$ cat src/shared/ecsel_pkg.sv
package ecsel_pkg;

   localparam int ECSEL_NUM_CH     = 16;
   localparam int ECSEL_CH_CODE_W  = 6;
   localparam int ECSEL_IRQ_CODE_W = 5;
   localparam int ECSEL_NUM_IRQ    = 12;
   localparam int ECSEL_NUM_PINS   = 6;

   // Register byte addresses
   localparam logic [31:0] CH_SEL_A_ADDR     = 32'h01a0ff00;
   localparam logic [31:0] CH_SEL_B_ADDR     = 32'h01a0ff04;
   localparam logic [31:0] CH_SEL_C_ADDR     = 32'h01a0ff0c;
   localparam logic [31:0] IRQ_SEL_HIGH_ADDR = 32'h019c0000;
   localparam logic [31:0] IRQ_SEL_LOW_ADDR  = 32'h019c0004;
   localparam logic [31:0] CTRL_ADDR         = 32'h01a0ff20;
   localparam logic [31:0] PIN_STATUS_ADDR   = 32'h01a0ff24;

   // Writable bit masks; all other bits read as zero
   localparam logic [31:0] CH_SEL_MASK  = 32'h3f3f3f3f;
   localparam logic [31:0] IRQ_SEL_MASK = 32'h7fff7fff;
   localparam logic [31:0] CTRL_MASK    = 32'h0000010f;

   // Reset values
   localparam logic [31:0] CH_SEL_A_RST     = 32'h03020100;
   localparam logic [31:0] CH_SEL_B_RST     = 32'h07060504;
   localparam logic [31:0] CH_SEL_C_RST     = 32'h0f0e0d0c;
   localparam logic [31:0] IRQ_SEL_LOW_RST  = 32'h250718a4;
   localparam logic [31:0] IRQ_SEL_HIGH_RST = 32'h08202d43;
   localparam logic [31:0] CTRL_RST         = 32'h00000100;

   // Control fields
   localparam int CTRL_POL_LSB  = 0;
   localparam int CTRL_POL_W    = 4;
   localparam int CTRL_MODE_BIT = 8;

   // Channel selector field layout
   localparam int CH_PER_REG    = 4;
   localparam int CH_FIELD_STEP = 8;

   // Interrupt selector field layout, six lines per register
   localparam int IRQ_PER_REG = 6;
   localparam int IRQ_FIELD_LSB [0:5] = '{0, 5, 10, 16, 21, 26};

   // Chaining channels
   localparam int         CHAIN_FIRST_CH  = 8;
   localparam int         CHAIN_NUM       = 4;
   localparam logic [3:0] CHAIN_CODE_BASE = 4'h8;

   // Pin numbers carried by the pin port, lowest entry first
   localparam int PIN_NUM [0:5] = '{0, 2, 4, 5, 6, 7};
   localparam int POL_FIRST_PIN = 4;

   // Channel selector codes
   localparam logic [5:0] CH_CODE_HOST    = 6'h00;
   localparam logic [5:0] CH_CODE_TIMER_A = 6'h01;
   localparam logic [5:0] CH_CODE_TIMER_B = 6'h02;
   localparam logic [5:0] CH_CODE_REFRESH = 6'h03;
   localparam logic [5:0] CH_CODE_PIN4    = 6'h04;
   localparam logic [5:0] CH_CODE_PIN5    = 6'h05;
   localparam logic [5:0] CH_CODE_PIN6    = 6'h06;
   localparam logic [5:0] CH_CODE_PIN7    = 6'h07;
   localparam logic [5:0] CH_CODE_PIN2    = 6'h0a;
   localparam logic [5:0] CH_CODE_SA_TX   = 6'h0c;
   localparam logic [5:0] CH_CODE_SA_RX   = 6'h0d;
   localparam logic [5:0] CH_CODE_SB_TX   = 6'h0e;
   localparam logic [5:0] CH_CODE_SB_RX   = 6'h0f;

   // Interrupt selector codes
   localparam logic [4:0] IRQ_CODE_HOST    = 5'h00;
   localparam logic [4:0] IRQ_CODE_TIMER_A = 5'h01;
   localparam logic [4:0] IRQ_CODE_TIMER_B = 5'h02;
   localparam logic [4:0] IRQ_CODE_REFRESH = 5'h03;
   localparam logic [4:0] IRQ_CODE_PIN4    = 5'h04;
   localparam logic [4:0] IRQ_CODE_PIN5    = 5'h05;
   localparam logic [4:0] IRQ_CODE_PIN6    = 5'h06;
   localparam logic [4:0] IRQ_CODE_PIN7    = 5'h07;
   localparam logic [4:0] IRQ_CODE_XFER    = 5'h08;
   localparam logic [4:0] IRQ_CODE_EMU_DT  = 5'h09;
   localparam logic [4:0] IRQ_CODE_EMU_RX  = 5'h0a;
   localparam logic [4:0] IRQ_CODE_EMU_TX  = 5'h0b;
   localparam logic [4:0] IRQ_CODE_SA_TX   = 5'h0c;
   localparam logic [4:0] IRQ_CODE_SA_RX   = 5'h0d;
   localparam logic [4:0] IRQ_CODE_SB_TX   = 5'h0e;
   localparam logic [4:0] IRQ_CODE_SB_RX   = 5'h0f;
   localparam logic [4:0] IRQ_CODE_PIN0    = 5'h10;

   typedef struct packed {
      logic host_to_cpu_irq;
      logic timer_a_irq;
      logic timer_b_irq;
      logic refresh_timer_irq;
      logic transfer_complete_irq;
      logic emulation_transfer_event;
      logic emulation_rx_event;
      logic emulation_tx_event;
      logic serial_a_tx_irq;
      logic serial_a_rx_irq;
      logic serial_b_tx_irq;
      logic serial_b_rx_irq;
      logic serial_a_tx_event;
      logic serial_a_rx_event;
      logic serial_b_tx_event;
      logic serial_b_rx_event;
   } ecsel_events_s;

   typedef struct packed {
      logic       valid;
      logic [3:0] code;
   } ecsel_chain_s;

   typedef struct packed {
      logic        psel;
      logic        penable;
      logic        pwrite;
      logic [31:0] paddr;
      logic [31:0] pwdata;
   } ecsel_apb_req_s;

endpackage

$ cat src/verilog/ecsel_pin_edge.sv
`timescale 1ns/100ps
`default_nettype none

module ecsel_pin_edge
   import ecsel_pkg::*;
(
   input  wire logic clk,
   input  wire logic reset,
   input  wire logic pin,
   input  wire logic falling_sel,
   input  wire logic pin_usable,
   output logic      level_r,
   output logic      event_r
);

   logic meta_r;
   logic prev_r;

   // Second stage is the only reader of the first
   always_ff @(posedge clk or posedge reset)
   begin
      if (reset)
      begin
         meta_r  <= 1'b0;
         level_r <= 1'b0;
         prev_r  <= 1'b0;
      end
      else
      begin
         meta_r  <= pin;
         level_r <= meta_r;
         prev_r  <= level_r;
      end
   end

   // Edge taken from settled samples, so a polarity change makes no edge
   always_ff @(posedge clk or posedge reset)
   begin
      if (reset)
         event_r <= 1'b0;
      else if (falling_sel)
         event_r <= pin_usable & prev_r & ~level_r;
      else
         event_r <= pin_usable & ~prev_r & level_r;
   end

endmodule

`default_nettype wire

$ cat src/verilog/ecsel_top.sv
// Functional notes
// - Five-bit interrupt codes pick interrupt sources
// - Pins 0 and 4-7 produce pin interrupt events
// - Pin events edge detected, per-pin polarity on pins 4-7; pins 0 and 2 rising only
// - Sixteen channels, twelve peripheral-triggered
// - Channels 8-11 fire on completion codes only
// - Fixed mode: channel number selects its event
// - Programmable mode: field selects channel event
// - Six-bit fields at bytes, three registers
// - Fields reset to own channel number
// - Channel codes decode; unlisted codes reserved
// - Channel selectors at three fixed addresses
// - Interrupt selectors at two fixed addresses
// - Gap bits read zero, ignore writes
//
// Added by the designer: the APB slave port.
`timescale 1ns/100ps
`default_nettype none

module ecsel_top
   import ecsel_pkg::*;
(
   input  wire logic                 clk,
   input  wire logic                 reset,
   input  wire ecsel_apb_req_s       apb_req,
   output logic [31:0]               prdata,
   output logic                      pready,
   output logic                      pslverr,
   input  wire ecsel_events_s        periph,
   input  wire ecsel_chain_s         chain_done,
   input  wire logic [5:0]           event_pins,
   input  wire logic [7:0]           pin_enable_bits,
   input  wire logic [7:0]           pin_direction_bits,
   output logic [ECSEL_NUM_CH-1:0]   chan_event,
   output logic [ECSEL_NUM_IRQ-1:0]  irq_line
);

   logic [31:0]              ch_sel_r [0:2];
   logic [31:0]              irq_sel_r [0:1];
   logic [31:0]              ctrl_r;
   logic [31:0]              prdata_r;
   logic                     pready_r;
   logic                     pslverr_r;
   logic [ECSEL_NUM_CH-1:0]  chan_event_r;
   logic [ECSEL_NUM_IRQ-1:0] irq_line_r;
   logic [ECSEL_NUM_CH-1:0]  chan_hit;
   logic [ECSEL_NUM_IRQ-1:0] irq_hit;
   logic [7:0]               pin_evt;
   logic [5:0]               pin_level;
   logic [5:0]               pin_evt_raw;
   logic                     prog_mode;
   logic [CTRL_POL_W-1:0]    edge_polarity_bits;
   logic                     setup_phase;
   logic                     wr_commit;
   logic [31:0]              rd_nxt;
   logic                     err_nxt;

   assign prog_mode          = ctrl_r[CTRL_MODE_BIT];
   assign edge_polarity_bits = ctrl_r[CTRL_POL_LSB +: CTRL_POL_W];

   assign prdata     = prdata_r;
   assign pready     = pready_r;
   assign pslverr    = pslverr_r;
   assign chan_event = chan_event_r;
   assign irq_line   = irq_line_r;

   // Pin sampling and edge detection

   genvar p;
   generate
      for (p = 0; p < ECSEL_NUM_PINS; p++)
      begin : g_pin
         localparam int PN = PIN_NUM[p];
         logic pol;
         logic usable;

         if (PN >= POL_FIRST_PIN)
         begin : g_pol
            assign pol = edge_polarity_bits[PN - POL_FIRST_PIN];
         end
         else
         begin : g_rise
            assign pol = 1'b0;
         end

         // Direction bit high means output; only inputs raise events
         assign usable = pin_enable_bits[PN] & ~pin_direction_bits[PN];

         ecsel_pin_edge u_edge
         (
            .clk         (clk),
            .reset       (reset),
            .pin         (event_pins[p]),
            .falling_sel (pol),
            .pin_usable  (usable),
            .level_r     (pin_level[p]),
            .event_r     (pin_evt_raw[p])
         );
      end
   endgenerate

   // Pins 1 and 3 carry no event source here
   always_comb
   begin
      pin_evt = 8'h00;
      for (int i = 0; i < ECSEL_NUM_PINS; i++)
         pin_evt[PIN_NUM[i]] = pin_evt_raw[i];
   end

   // Decoders

   function automatic logic chan_src(input logic [5:0] code,
                                     input ecsel_events_s ev,
                                     input logic [7:0] gp);
      logic hit;
      hit = 1'b0;
      case (code)
         CH_CODE_HOST:    hit = ev.host_to_cpu_irq;
         CH_CODE_TIMER_A: hit = ev.timer_a_irq;
         CH_CODE_TIMER_B: hit = ev.timer_b_irq;
         CH_CODE_REFRESH: hit = ev.refresh_timer_irq;
         CH_CODE_PIN4:    hit = gp[4];
         CH_CODE_PIN5:    hit = gp[5];
         CH_CODE_PIN6:    hit = gp[6];
         CH_CODE_PIN7:    hit = gp[7];
         CH_CODE_PIN2:    hit = gp[2];
         CH_CODE_SA_TX:   hit = ev.serial_a_tx_event;
         CH_CODE_SA_RX:   hit = ev.serial_a_rx_event;
         CH_CODE_SB_TX:   hit = ev.serial_b_tx_event;
         CH_CODE_SB_RX:   hit = ev.serial_b_rx_event;
         default:         hit = 1'b0;
      endcase
      return hit;
   endfunction

   function automatic logic irq_src(input logic [4:0] code,
                                    input ecsel_events_s ev,
                                    input logic [7:0] gp);
      logic hit;
      hit = 1'b0;
      case (code)
         IRQ_CODE_HOST:    hit = ev.host_to_cpu_irq;
         IRQ_CODE_TIMER_A: hit = ev.timer_a_irq;
         IRQ_CODE_TIMER_B: hit = ev.timer_b_irq;
         IRQ_CODE_REFRESH: hit = ev.refresh_timer_irq;
         IRQ_CODE_PIN4:    hit = gp[4];
         IRQ_CODE_PIN5:    hit = gp[5];
         IRQ_CODE_PIN6:    hit = gp[6];
         IRQ_CODE_PIN7:    hit = gp[7];
         IRQ_CODE_XFER:    hit = ev.transfer_complete_irq;
         IRQ_CODE_EMU_DT:  hit = ev.emulation_transfer_event;
         IRQ_CODE_EMU_RX:  hit = ev.emulation_rx_event;
         IRQ_CODE_EMU_TX:  hit = ev.emulation_tx_event;
         IRQ_CODE_SA_TX:   hit = ev.serial_a_tx_irq;
         IRQ_CODE_SA_RX:   hit = ev.serial_a_rx_irq;
         IRQ_CODE_SB_TX:   hit = ev.serial_b_tx_irq;
         IRQ_CODE_SB_RX:   hit = ev.serial_b_rx_irq;
         IRQ_CODE_PIN0:    hit = gp[0];
         default:          hit = 1'b0;
      endcase
      return hit;
   endfunction

   // Channel routing

   genvar ch;
   generate
      for (ch = 0; ch < ECSEL_NUM_CH; ch++)
      begin : g_ch
         if (ch >= CHAIN_FIRST_CH && ch < CHAIN_FIRST_CH + CHAIN_NUM)
         begin : g_chain
            localparam logic [3:0] MY_CODE =
               CHAIN_CODE_BASE + 4'(ch - CHAIN_FIRST_CH);
            // No field and no peripheral path for these channels
            assign chan_hit[ch] = chain_done.valid &
                                  (chain_done.code == MY_CODE);
         end
         else
         begin : g_periph
            localparam int RIDX = (ch < CHAIN_FIRST_CH) ?
                                  ch / CH_PER_REG : 2;
            localparam int LSB  = (ch % CH_PER_REG) * CH_FIELD_STEP;
            logic [5:0] eff_code;
            // Fixed mode ignores the field and uses the channel number
            assign eff_code = prog_mode ?
                              ch_sel_r[RIDX][LSB +: ECSEL_CH_CODE_W] :
                              6'(ch);
            assign chan_hit[ch] = chan_src(eff_code, periph,
                                           pin_evt);
         end
      end
   endgenerate

   // Interrupt line routing, lines 4 to 15

   genvar ln;
   generate
      for (ln = 0; ln < ECSEL_NUM_IRQ; ln++)
      begin : g_irq
         localparam int RIDX = ln / IRQ_PER_REG;
         localparam int LSB  = IRQ_FIELD_LSB[ln % IRQ_PER_REG];
         assign irq_hit[ln] =
            irq_src(irq_sel_r[RIDX][LSB +: ECSEL_IRQ_CODE_W],
                    periph, pin_evt);
      end
   endgenerate

   // One cycle of latency keeps both outputs on flip-flops
   always_ff @(posedge clk or posedge reset)
   begin
      if (reset)
         chan_event_r <= '0;
      else
         chan_event_r <= chan_hit;
   end

   always_ff @(posedge clk or posedge reset)
   begin
      if (reset)
         irq_line_r <= '0;
      else
         irq_line_r <= irq_hit;
   end

   // APB slave: no wait states, read data registered in setup

   assign setup_phase = apb_req.psel & ~apb_req.penable & ~pready_r;
   assign wr_commit   = apb_req.psel & apb_req.penable & pready_r &
                        apb_req.pwrite;

   always_comb
   begin
      rd_nxt  = 32'h00000000;
      err_nxt = 1'b0;
      case (apb_req.paddr)
         CH_SEL_A_ADDR:     rd_nxt = ch_sel_r[0];
         CH_SEL_B_ADDR:     rd_nxt = ch_sel_r[1];
         CH_SEL_C_ADDR:     rd_nxt = ch_sel_r[2];
         IRQ_SEL_LOW_ADDR:  rd_nxt = irq_sel_r[0];
         IRQ_SEL_HIGH_ADDR: rd_nxt = irq_sel_r[1];
         CTRL_ADDR:         rd_nxt = ctrl_r;
         PIN_STATUS_ADDR:   rd_nxt = {26'h0000000, pin_level};
         default:           err_nxt = 1'b1;
      endcase
   end

   always_ff @(posedge clk or posedge reset)
   begin
      if (reset)
      begin
         pready_r  <= 1'b0;
         pslverr_r <= 1'b0;
         prdata_r  <= 32'h00000000;
      end
      else
      begin
         pready_r  <= setup_phase;
         pslverr_r <= setup_phase & err_nxt;
         // Data read zero outside the answering cycle
         prdata_r  <= (setup_phase & ~apb_req.pwrite) ? rd_nxt :
                      32'h00000000;
      end
   end

   // Register writes; masks drop the gap bits
   always_ff @(posedge clk or posedge reset)
   begin
      if (reset)
      begin
         ch_sel_r[0] <= CH_SEL_A_RST;
         ch_sel_r[1] <= CH_SEL_B_RST;
         ch_sel_r[2] <= CH_SEL_C_RST;
      end
      else if (wr_commit)
      begin
         case (apb_req.paddr)
            CH_SEL_A_ADDR:
               ch_sel_r[0] <= apb_req.pwdata & CH_SEL_MASK;
            CH_SEL_B_ADDR:
               ch_sel_r[1] <= apb_req.pwdata & CH_SEL_MASK;
            CH_SEL_C_ADDR:
               ch_sel_r[2] <= apb_req.pwdata & CH_SEL_MASK;
            default:
            begin
            end
         endcase
      end
   end

   always_ff @(posedge clk or posedge reset)
   begin
      if (reset)
      begin
         irq_sel_r[0] <= IRQ_SEL_LOW_RST;
         irq_sel_r[1] <= IRQ_SEL_HIGH_RST;
      end
      else if (wr_commit)
      begin
         case (apb_req.paddr)
            IRQ_SEL_LOW_ADDR:
               irq_sel_r[0] <= apb_req.pwdata & IRQ_SEL_MASK;
            IRQ_SEL_HIGH_ADDR:
               irq_sel_r[1] <= apb_req.pwdata & IRQ_SEL_MASK;
            default:
            begin
            end
         endcase
      end
   end

   always_ff @(posedge clk or posedge reset)
   begin
      if (reset)
         ctrl_r <= CTRL_RST;
      else if (wr_commit && apb_req.paddr == CTRL_ADDR)
         ctrl_r <= apb_req.pwdata & CTRL_MASK;
   end

endmodule

`default_nettype wire

$ cat config.mk
export PLATFORM = sky130hd
export DESIGN_NAME = ecsel_top
export DESIGN_NICKNAME = d
export VERILOG_FILES = /design/src/shared/ecsel_pkg.sv /design/src/verilog/ecsel_pin_edge.sv /design/src/verilog/ecsel_top.sv
export SDC_FILE = /design/constraint.sdc
export NUM_CORES = 1
export LEC_CHECK = 0
export ABC_AREA = 0
export ABC_CLOCK_PERIOD_IN_PS = 6330
export BUFFER_PORTS_ARGS = -buffer_cell sky130_fd_sc_hd__buf_2
export CAP_MARGIN = 10
export CORE_UTILIZATION = 53
export CTS_CLUSTER_SIZE = 10
export DETAILED_ROUTE_END_ITERATION = 6
export PLACE_DENSITY_LB_ADDON = 0.15
export SLEW_MARGIN = 40
export SYNTH_ARGS = -nofsm -noshare
export SYNTH_HDL_FRONTEND = slang
export SYNTH_HIERARCHICAL = 1
export SYNTH_SLANG_ARGS = --single-unit
$ cat constraint.sdc
create_clock -name clk -period 6.33 [get_ports clk]
set_input_delay 0.633 -clock clk [delete_from_list [all_inputs] [get_ports clk]]
set_output_delay 0.633 -clock clk [all_outputs]
set_load 0.05 [all_outputs]
[Word level (Yosys, flattened, before mapping)]
Cells that the tools add are included.
Word-level totals
  register bits after elaboration: 223
  latch bits: 0
  RAM bits: 0
  bits in read-only memories: 0
  bits of input ports: 112
  output and inout bits: 62
  word-level logic and storage cells: 512
  memories kept: 0
Operators by class
  $add $sub $neg: 0
  $mul: 0
  div/mod/pow operators: 0
  magnitude comparators: 0
  eq/ne operators: 347
  shift operators: 0
  mux-type cells: 43
  bitwise logic cells: 56
  reductions and logical operators: 31
Operator list (number)
  $eq A5 B4 Y1 const B: 96
  $eq A6 B4 Y1 const B: 60
  $eq A6 B3 Y1 const B: 48
  $eq A5 B3 Y1 const B: 48
  $eq A32 B25 Y1 const B: 7
  $pmux W31 S7: 1
  $pmux W1 S17: 12
  $pmux W1 S13: 12
  $eq A6 B2 Y1 const B: 24
  $eq A5 B2 Y1 const B: 24
  $eq A6 B1 Y1 const B: 12
  $logic_not A6 Y1: 12
  $mux W6: 12
  $eq A5 B1 Y1 const B: 12
  $eq A5 B5 Y1 const B: 12
  $logic_not A5 Y1: 12
  $and A1 B1 Y1: 37
  $mux W32: 1
  $not A1 Y1: 19
  $eq A4 B4 Y1 const B: 4
  $reduce_and A2 Y1: 5
  $reduce_or A7 Y1: 1
  $mux W1: 5
  $logic_and A1 B1 Y1: 1

[Depth between registers and ports, before layout]
Gate-level depths: netlist of the first run.
  word-level depth: 5
  mapped depth: 8
  gate-level depth less buffers: 6

[Cells and area by module]
The synthesis of the first run kept the hierarchy.
By module, submodules not included
  ecsel_top: times used 1, cells each 1218, area an instance 12218.0 µm², seq. area each 4986.0 µm²
  ecsel_pin_edge: times used 6, cells each 8, area an instance 127.6 µm², seq. area each 100.1 µm²

[Worst setup path after synthesis of the first run]
OpenSTA, ideal clock, no wires.
  path type: input -> register
  start point: in apb_req[51] (netlist bit)
  end point: reg ch_sel_r[65] (netlist bit)
  library setup time: 0.125 ns
  arrival: 2.713 ns
  required time: 6.205 ns
  setup slack: 3.492 ns
  stages on the path: 7
  path buffers: 2
  path through: or4b_1 -> or4_1 -> nor2_1 -> and2_1 -> buf_2 -> buf_2 -> mux2_2
On the way
  cells in the longest elaborated chain, start to end: 2
Ends and longest elaborated chain
  start, declared: RTL line ecsel_top.sv:25  | input wire ecsel_apb_req_s apb_req,
  $eq A32 B25 Y1: RTL line ecsel_top.sv:276  | case (apb_req.paddr)
  $reduce_and A2 Y1 (no source line)
  end, declared: RTL line ecsel_top.sv:38  | logic [31:0] ch_sel_r [0:2];
Every way passes these cells.
A chain may end at the register's enable or synchronous reset.

[Worst setup path after layout of the first run]
  start point: in apb_req[34] (netlist bit)
  end point: reg irq_sel_r[45] (netlist bit)
On the way
  cells in the longest elaborated chain, start to end: 2
Ends and longest elaborated chain
  $eq A32 B25 Y1: RTL line ecsel_top.sv:299  | case (apb_req.paddr)
  $reduce_and A2 Y1 (no source line)
  end, declared: RTL line ecsel_top.sv:39  | logic [31:0] irq_sel_r [0:1];
Every way passes these cells.

==> flow_summary.toml, run 1 <==
[outcome]
status = "complete, but fails checks"
violations = "DRC"

[grt]
grt_use_total_pct = 32.6
antenna_found_initial = 1
grt-ovfl-total = 0
grt_pass1_wl_um = 61200
grt_pass1_vias = 10400
grt_max_degree = 142

[timing]
slew_headroom_pct = 42.6
min_period_over_period_pct = 56.9
rsz0062_at_grt = "no"
finalHoldViolCount = 0
worst_pin_slew_ps = 861
fin_ws_ps = 2730
fin_worst_hold_slack_ps = 71.3
period_minus_slack_ps = 3600
fmax_mhz = 278
drv_slew = 0
setup_viol = 0
tns_ps = 0
fin_worst_skew_ps = 14.4

[clock_network]
insertion_delay_ps = 560
clk_pin_slew_worst_paths_ps = 60
cts.repair.resized = 0
post_cts_buffers = 0
cts_hold_buffers = 0
cts_tree = "built"
clock_path_buffers = 3
cts_sinks = 221
numCtsBuffers = 27
root_buffer = "clkbuf_16"
htreeDepth = 1

[cells_and_area]
fin_cells = 1686
mostFrequentLayoutCell = "dfrtp_1"
nNetsFinal = 1457
area_growth_pct = 13.1
final_cell_mix = "176 x dfrtp_1, 165 x buf_2, 126 x mux2_2"
drive_gt1_share_pct = 30.9

[setup_path]
startpoint_type = "input pin"
slowest_stage = "buf_2"
cp_num_buf_inv = 3
crit_type = "in -> reg"
critical_path_required_ps = 6760
crit_family = "simple AND/OR/NAND/NOR gates"
path_max_fanout = 30
end_kind = "register"
arrival_ps = 4030
critical-path-max-stage-delay_ps = 650
cp_cell_sequence = "buf_2 > or4b_1 > nor4_4 > buf_4 > inv_2 > nor2_4 > nand2_4 > mux2_1"

[detailed_routing]
dr.pass1.iters = 7
drtIter0Drc = 1130
drc = 1
ant_nets = 0
viasPerCell = 6.57
vias = 11100
totalWireLength_um = 40200
post_drt_wl_per_cell_um = 23.9

[placement]
gp_congestion = 0.899
dpl.cell_count = 1635
dp_slack_ps = 2290
hpwlAfterDp_um = 24400
port_buffers = 165

[floorplanning]
die_w_um = 159
pin_count = 174
start_util_pct = 54.7
fp-row-count = 56
dieArea_sq_um = 25100
core_area_sq_um = 23800
die_h_um = 159

[synth]
synth_edf_count = 0
yosysWarnings = 6
ys_ff_latch = 221
synth_cell_types = 75
async_flop_share_pct = 100
syn_avg_cell_area_sq_um = 10.3
ys_top_cells_by_area = "dfrtp_1 34%, mux2_2 11%, dfstp_2 9.1%, mux2_1 3.9%, mux2i_1 3.8%"
mappedNetlistArea_sq_um = 13000
synth.top_cell.area_share_pct = 33.9
syn_inst = 1266
synth_top_area_cell = "dfrtp_1"
yosysSeqAreaShare_pct = 43.0
ys.flop_type = "dfrtp_1"

[power]
leakagePower_nw = 6.32
peakVddDrop_mv = 0.290
p_per_area_nw_per_um2 = 215

[job]
drv_cap = 0

[min_path]
hp-class = "in -> async"
where the power goes:
group	internal [mW]	total, mW	leakage [nW]	switching (mW)
registers	1.43	1.44	2.81	0.00917
logic	0.0707	0.239	3.10	0.169
clock network	0.884	1.48	0.408	0.599
cell usage after synthesis (all sizes together), types with 15 or more instances:
cell	number
dfrtp	176
mux2	171
clkbuf	105
nand2	87
nor2	81
o21ai	66
a21oi	58
mux2i	49
dfstp	45
nand3	35
buf	30
inv	27
a22o	25
nor4	25
a31oi	21
a22oi	20
mux4	19
nor2b	18
a222oi	17
o22ai	17
nor3b	15
area by class of cell:
class | instances | area [sq um]
sequential | 221 | 5590
multi-input combinational | 888 | 6800
inverter | 27 | 114
tap | 319 | 399
clock inverter | 3 | 55.1
fill | 2011 | 9060
antenna | 1 | 2.50
timing repair buffer | 180 | 938
clock buffer | 47 | 791
logic make-up after synthesis:
family                 synth area share [%]
other                                0.0289
muxes                                  21.9
DFF                                    43.0
AOI/OAI and AO/OA                      15.3
and+or+nand+nor                        14.7
buffers and inverters                  5.06
path summary, 6_finish.rpt:
check                                                 start                                end  slack [ps]  cells past startpoint
setup / recovery                                apb_req[34]          irq_sel_r[45]$_DFFE_PP0P_        2730                      8
hold / removal                                        reset   g_pin[4].u_edge/prev_r$_DFF_PP0_          70                      2
hold reg to reg            g_pin[3].u_edge/meta_r$_DFF_PP0_  g_pin[3].u_edge/level_r$_DFF_PP0_         350                      0
setup reg to reg                      ctrl_r[8]$_DFFE_PP1P_            chan_event[6]$_DFF_PP0_        3850                      6
min in group clk                              event_pins[1]   g_pin[1].u_edge/meta_r$_DFF_PP0_         180                      1
max in group asynchronous                             reset               prdata[16]$_DFF_PP0_        4760                      3
state kept, by name, indices dropped and copies added, names as in the netlist:
signal	count
ch_sel_r	72
chan_event	16
ctrl_r	5
g_pin.u_edge/event_r	6
g_pin.u_edge/level_r	6
g_pin.u_edge/meta_r	6
g_pin.u_edge/prev_r	6
irq_line	12
irq_sel_r	60
prdata	30
pready	1
pslverr	1
through the flow:
| stage | instance area (sq um) | utilization [%] | total power [mW] |
|---|---|---|---|
| 2_1_floorplan | 13000 | - | 1.59 |
| 3_3_place_gp | 13800 | 58.2 | 1.69 |
| 3_5_place_dp | 13800 | 58.3 | 1.70 |
| 4_1_cts | 14700 | 61.8 | 3.18 |
| 5_1_grt | 14700 | 61.8 | 3.26 |
| 6_report | 14700 | 61.8 | 3.16 |
routing by layer:
metal	wire [um]	track usage (%)
met5	0	0
met4	1700	13.7
met3	4150	6.26
met2	18200	51.5
met1	16200	43.7
(Power assumes the default switching activity.)
==> run 2: changes to the inputs <==
--- a/config.mk
+++ b/config.mk
@@ -5,8 +5,8 @@
 export SDC_FILE = /design/constraint.sdc
 export NUM_CORES = 1
 export LEC_CHECK = 0
-export ABC_AREA = 0
-export ABC_CLOCK_PERIOD_IN_PS = 6330
+export ABC_AREA = 1
+export ABC_CLOCK_PERIOD_IN_PS = 3190
 export BUFFER_PORTS_ARGS = -buffer_cell sky130_fd_sc_hd__buf_2
 export CAP_MARGIN = 10
 export CORE_UTILIZATION = 53
==> constraint.sdc (replaced) <==
create_clock -name clk -period 3.19 [get_ports clk]
set_input_delay 0.319 -clock clk [delete_from_list [all_inputs] [get_ports clk]]
set_output_delay 0.319 -clock clk [all_outputs]
set_load 0.05 [all_outputs]
==> run 2 against run 1 <==
Net effect:
- the run now ends clean
- non-clock buffer count grew 18
- cell area is 7.5% higher
- setup slack worse by 1800 ps
- critical endpoint is now irq_line[2]$_DFF_PP0_
==> flow_summary.toml, run 2 <==
[outcome]
status = "finished clean"

[synth]
synthMostInstantiatedCell = "nand2_1"
yosysSeqAreaShare_pct = 40.1
synth.top_cell.area_share_pct = 31.6
synth_compound_area_share_pct = 11.0
synth_edf_count = 0
syn_avg_cell_area_sq_um = 6.88
yosys.area_share.adder_pct = 0
yosysWarnings = 6
synth_top_family_by_area = "simple AND/OR/NAND/NOR gates"
mappedNetlistArea_sq_um = 13900
ys_top_cells_by_area = "dfrtp_1 32%, nand3_1 11%, nand2_1 11%, dfstp_2 8.5%, inv_1 7.2%"
ys_ff_latch = 221
synth_cell_types = 43
syn_inst = 2023
synth_top_area_cell = "dfrtp_1"
ys.flop_type = "dfrtp_1"
yosys-top-cells-count = "425 x nand2_1, 319 x nand3_1, 268 x inv_1"
synth.area.mux_share_pct = 0
synth_xor_area_share_pct = 0
async_flop_share_pct = 100
yosys.area_share.simple_pct = 37.9

[setup_path]
end_kind = "register"
critical_path_required_ps = 3570
startpoint_type = "register"
r2r_slack_ps = 960
r2r_start = "g_pin[3].u_edge/event_r$_DFF_PP0_"
cp-startpoint = "g_pin[3].u_edge/event_r$_DFF_PP0_"
path_max_fanout = 14
crit_type = "reg -> reg"
arrival_ps = 2610
reg2reg_to = "irq_line[2]$_DFF_PP0_"
reg2reg_depth = 4

[placement]
dpl.cell_count = 2457
hpwlAfterDp_um = 32700
port_buffers = 165
gp_congestion = 0.989

[cells_and_area]
area_growth_pct = 13.4
nNetsFinal = 2279
largest_reg_flops = 72
diodes = 0
final_cell_mix = "425 x nand2_1, 319 x nand3_1, 267 x inv_1"
seqCellArea_sq_um = 5590
drive_gt1_share_pct = 13.8
fin_cells = 2518
mostFrequentLayoutCell = "nand2_1"
regMostFlops = "ch_sel_r"
multiInputGateArea_sq_um = 6820
nFillCells = 2357

[min_path]
min_from = "apb_req[66]"
worstHoldEndpoint = "pready$_DFF_PP0_"
holdPathStages = 3
hp-class = "in -> reg"

[clock_network]
htreeDepth = 1
numCtsBuffers = 27
root_buffer = "clkbuf_16"
insertion_delay_ps = 540
cts_sinks = 221
cts_tree = "built"
clk_pin_slew_worst_paths_ps = 50
clock_path_buffers = 3

[grt]
antenna_found_initial = 0
grt_use_total_pct = 35.0
grt_pass1_wl_um = 72900
grt_max_degree = 88
grt-ovfl-total = 0
grt_pass1_vias = 13600

[detailed_routing]
totalWireLength_um = 46700
ant_nets = 0
drc = 0
post_drt_wl_per_cell_um = 18.5
dr.pass1.iters = 7
drtIter0Drc = 2039
viasPerCell = 6.00
vias = 15100

[timing]
worst_pin_slew_ps = 923
min_period_over_period_pct = 70.0
period_minus_slack_ps = 2230
finalHoldViolCount = 0
fin_worst_skew_ps = 7.44
tns_ps = 0
setup_viol = 0
fmax_mhz = 448
slew_headroom_pct = 38.5
rsz0062_at_grt = "no"
fin_worst_hold_slack_ps = 19.1
drv_slew = 0

[power]
peakVddDrop_mv = 0.483
p_per_area_nw_per_um2 = 386
leakagePower_nw = 7.56

[floorplanning]
dieArea_sq_um = 26900
start_util_pct = 54.6
die_w_um = 164
core_area_sq_um = 25500
fp-row-count = 58
pin_count = 174
die_h_um = 164

[job]
drv_cap = 0
==> run 2: cell count changes after synthesis, moves of 34 or more <==
cell,before,now
clkbuf_1,104,30
nand2_1,86,425
mux2i_1,49,0
mux2_1,45,0
nand4_1,7,101
nor2_1,80,213
o21ai_0,64,98
nor3_1,13,56
nand3_1,35,319
mux2_2,126,0
o21ai_1,2,84
inv_1,26,268
==> run 2: repair_timing <==
item / CTS / global route
resized for setup: 0 / 0
hold endpoints to repair: 52 / 0
hold buffers: 11 / 0
setup buffers: 0 / 0
==> run 2: final cells by class <==
cell class | instances | share of cell area, %
clock buffers | 46 | 4.86
clock inverters | 4 | 0.166
inverters | 275 | 6.59
multi-input cells | 1444 | 43.2
flip-flops and latches | 221 | 35.4
well taps | 330 | 2.62
repair buffers | 198 | 7.21
==> run 2: per-layer routing <==
metal / GRT usage (%) / share of wire [%] / vias up / wire (um)
li1: - / - / 7022 / -
met1: 48.8 / 40 / 7009 / 18900
met2: 52.7 / 43 / 870 / 20000
met3: 6.49 / 12 / 203 / 5370
met4: 16.3 / 5.3 / 0 / 2460
met5: 0 / 0 / - / 0
==> run 2: power breakdown <==
group	switching, mW	internal, mW	total (mW)	leakage, nW
clock	1.18	1.62	2.80	0.380
sequential	0.0203	2.84	2.86	2.83
combinational	0.335	0.110	0.445	4.35
==> run 2: logic make-up (layout without fill, tap and decap cells) <==
kind of cell / after synthesis / after routing
AO/OA/AOI/OAI: 275 / 275
buffers and inverters: 363 / 523
flip-flops: 221 / 221
other: 1 / 6
AND/OR/NAND/NOR: 1163 / 1163
==> run 2: worst max-delay path by stage <==
stage / to / slack [ps] / cells past startpoint
4_1_cts: irq_line[2]$_DFF_PP0_ / 1040 / 4
5_1_grt: chan_event[4]$_DFF_PP0_ / 910 / 9
2_1_floorplan: ch_sel_r[0]$_DFFE_PP0P_ / 360 / 1
6_report: irq_line[2]$_DFF_PP0_ / 960 / 4
3_5_place_dp: prdata[22]$_DFF_PP0_ / 620 / 13
3_3_place_gp: prdata[22]$_DFF_PP0_ / 700 / 13
==> run 2: critical path, cell delays in order (launching register included) <==
cell      delay (ps)
dfrtp_1          730
inv_1            730
o22ai_1          190
a211oi_1         270
nand3_1          160
==> run 2: metrics by stage <==
stage	worst slack [ps]	total power, mW	cell area, sq um	util [%]
after global placement	696	3.32	14900	58.4
after CTS	1040	6.11	15800	62.0
final	956	6.10	15800	62.0
after global routing	915	6.27	15800	62.0
after detailed placement	625	3.33	14900	58.4
after floorplan	361	3.13	13900	-
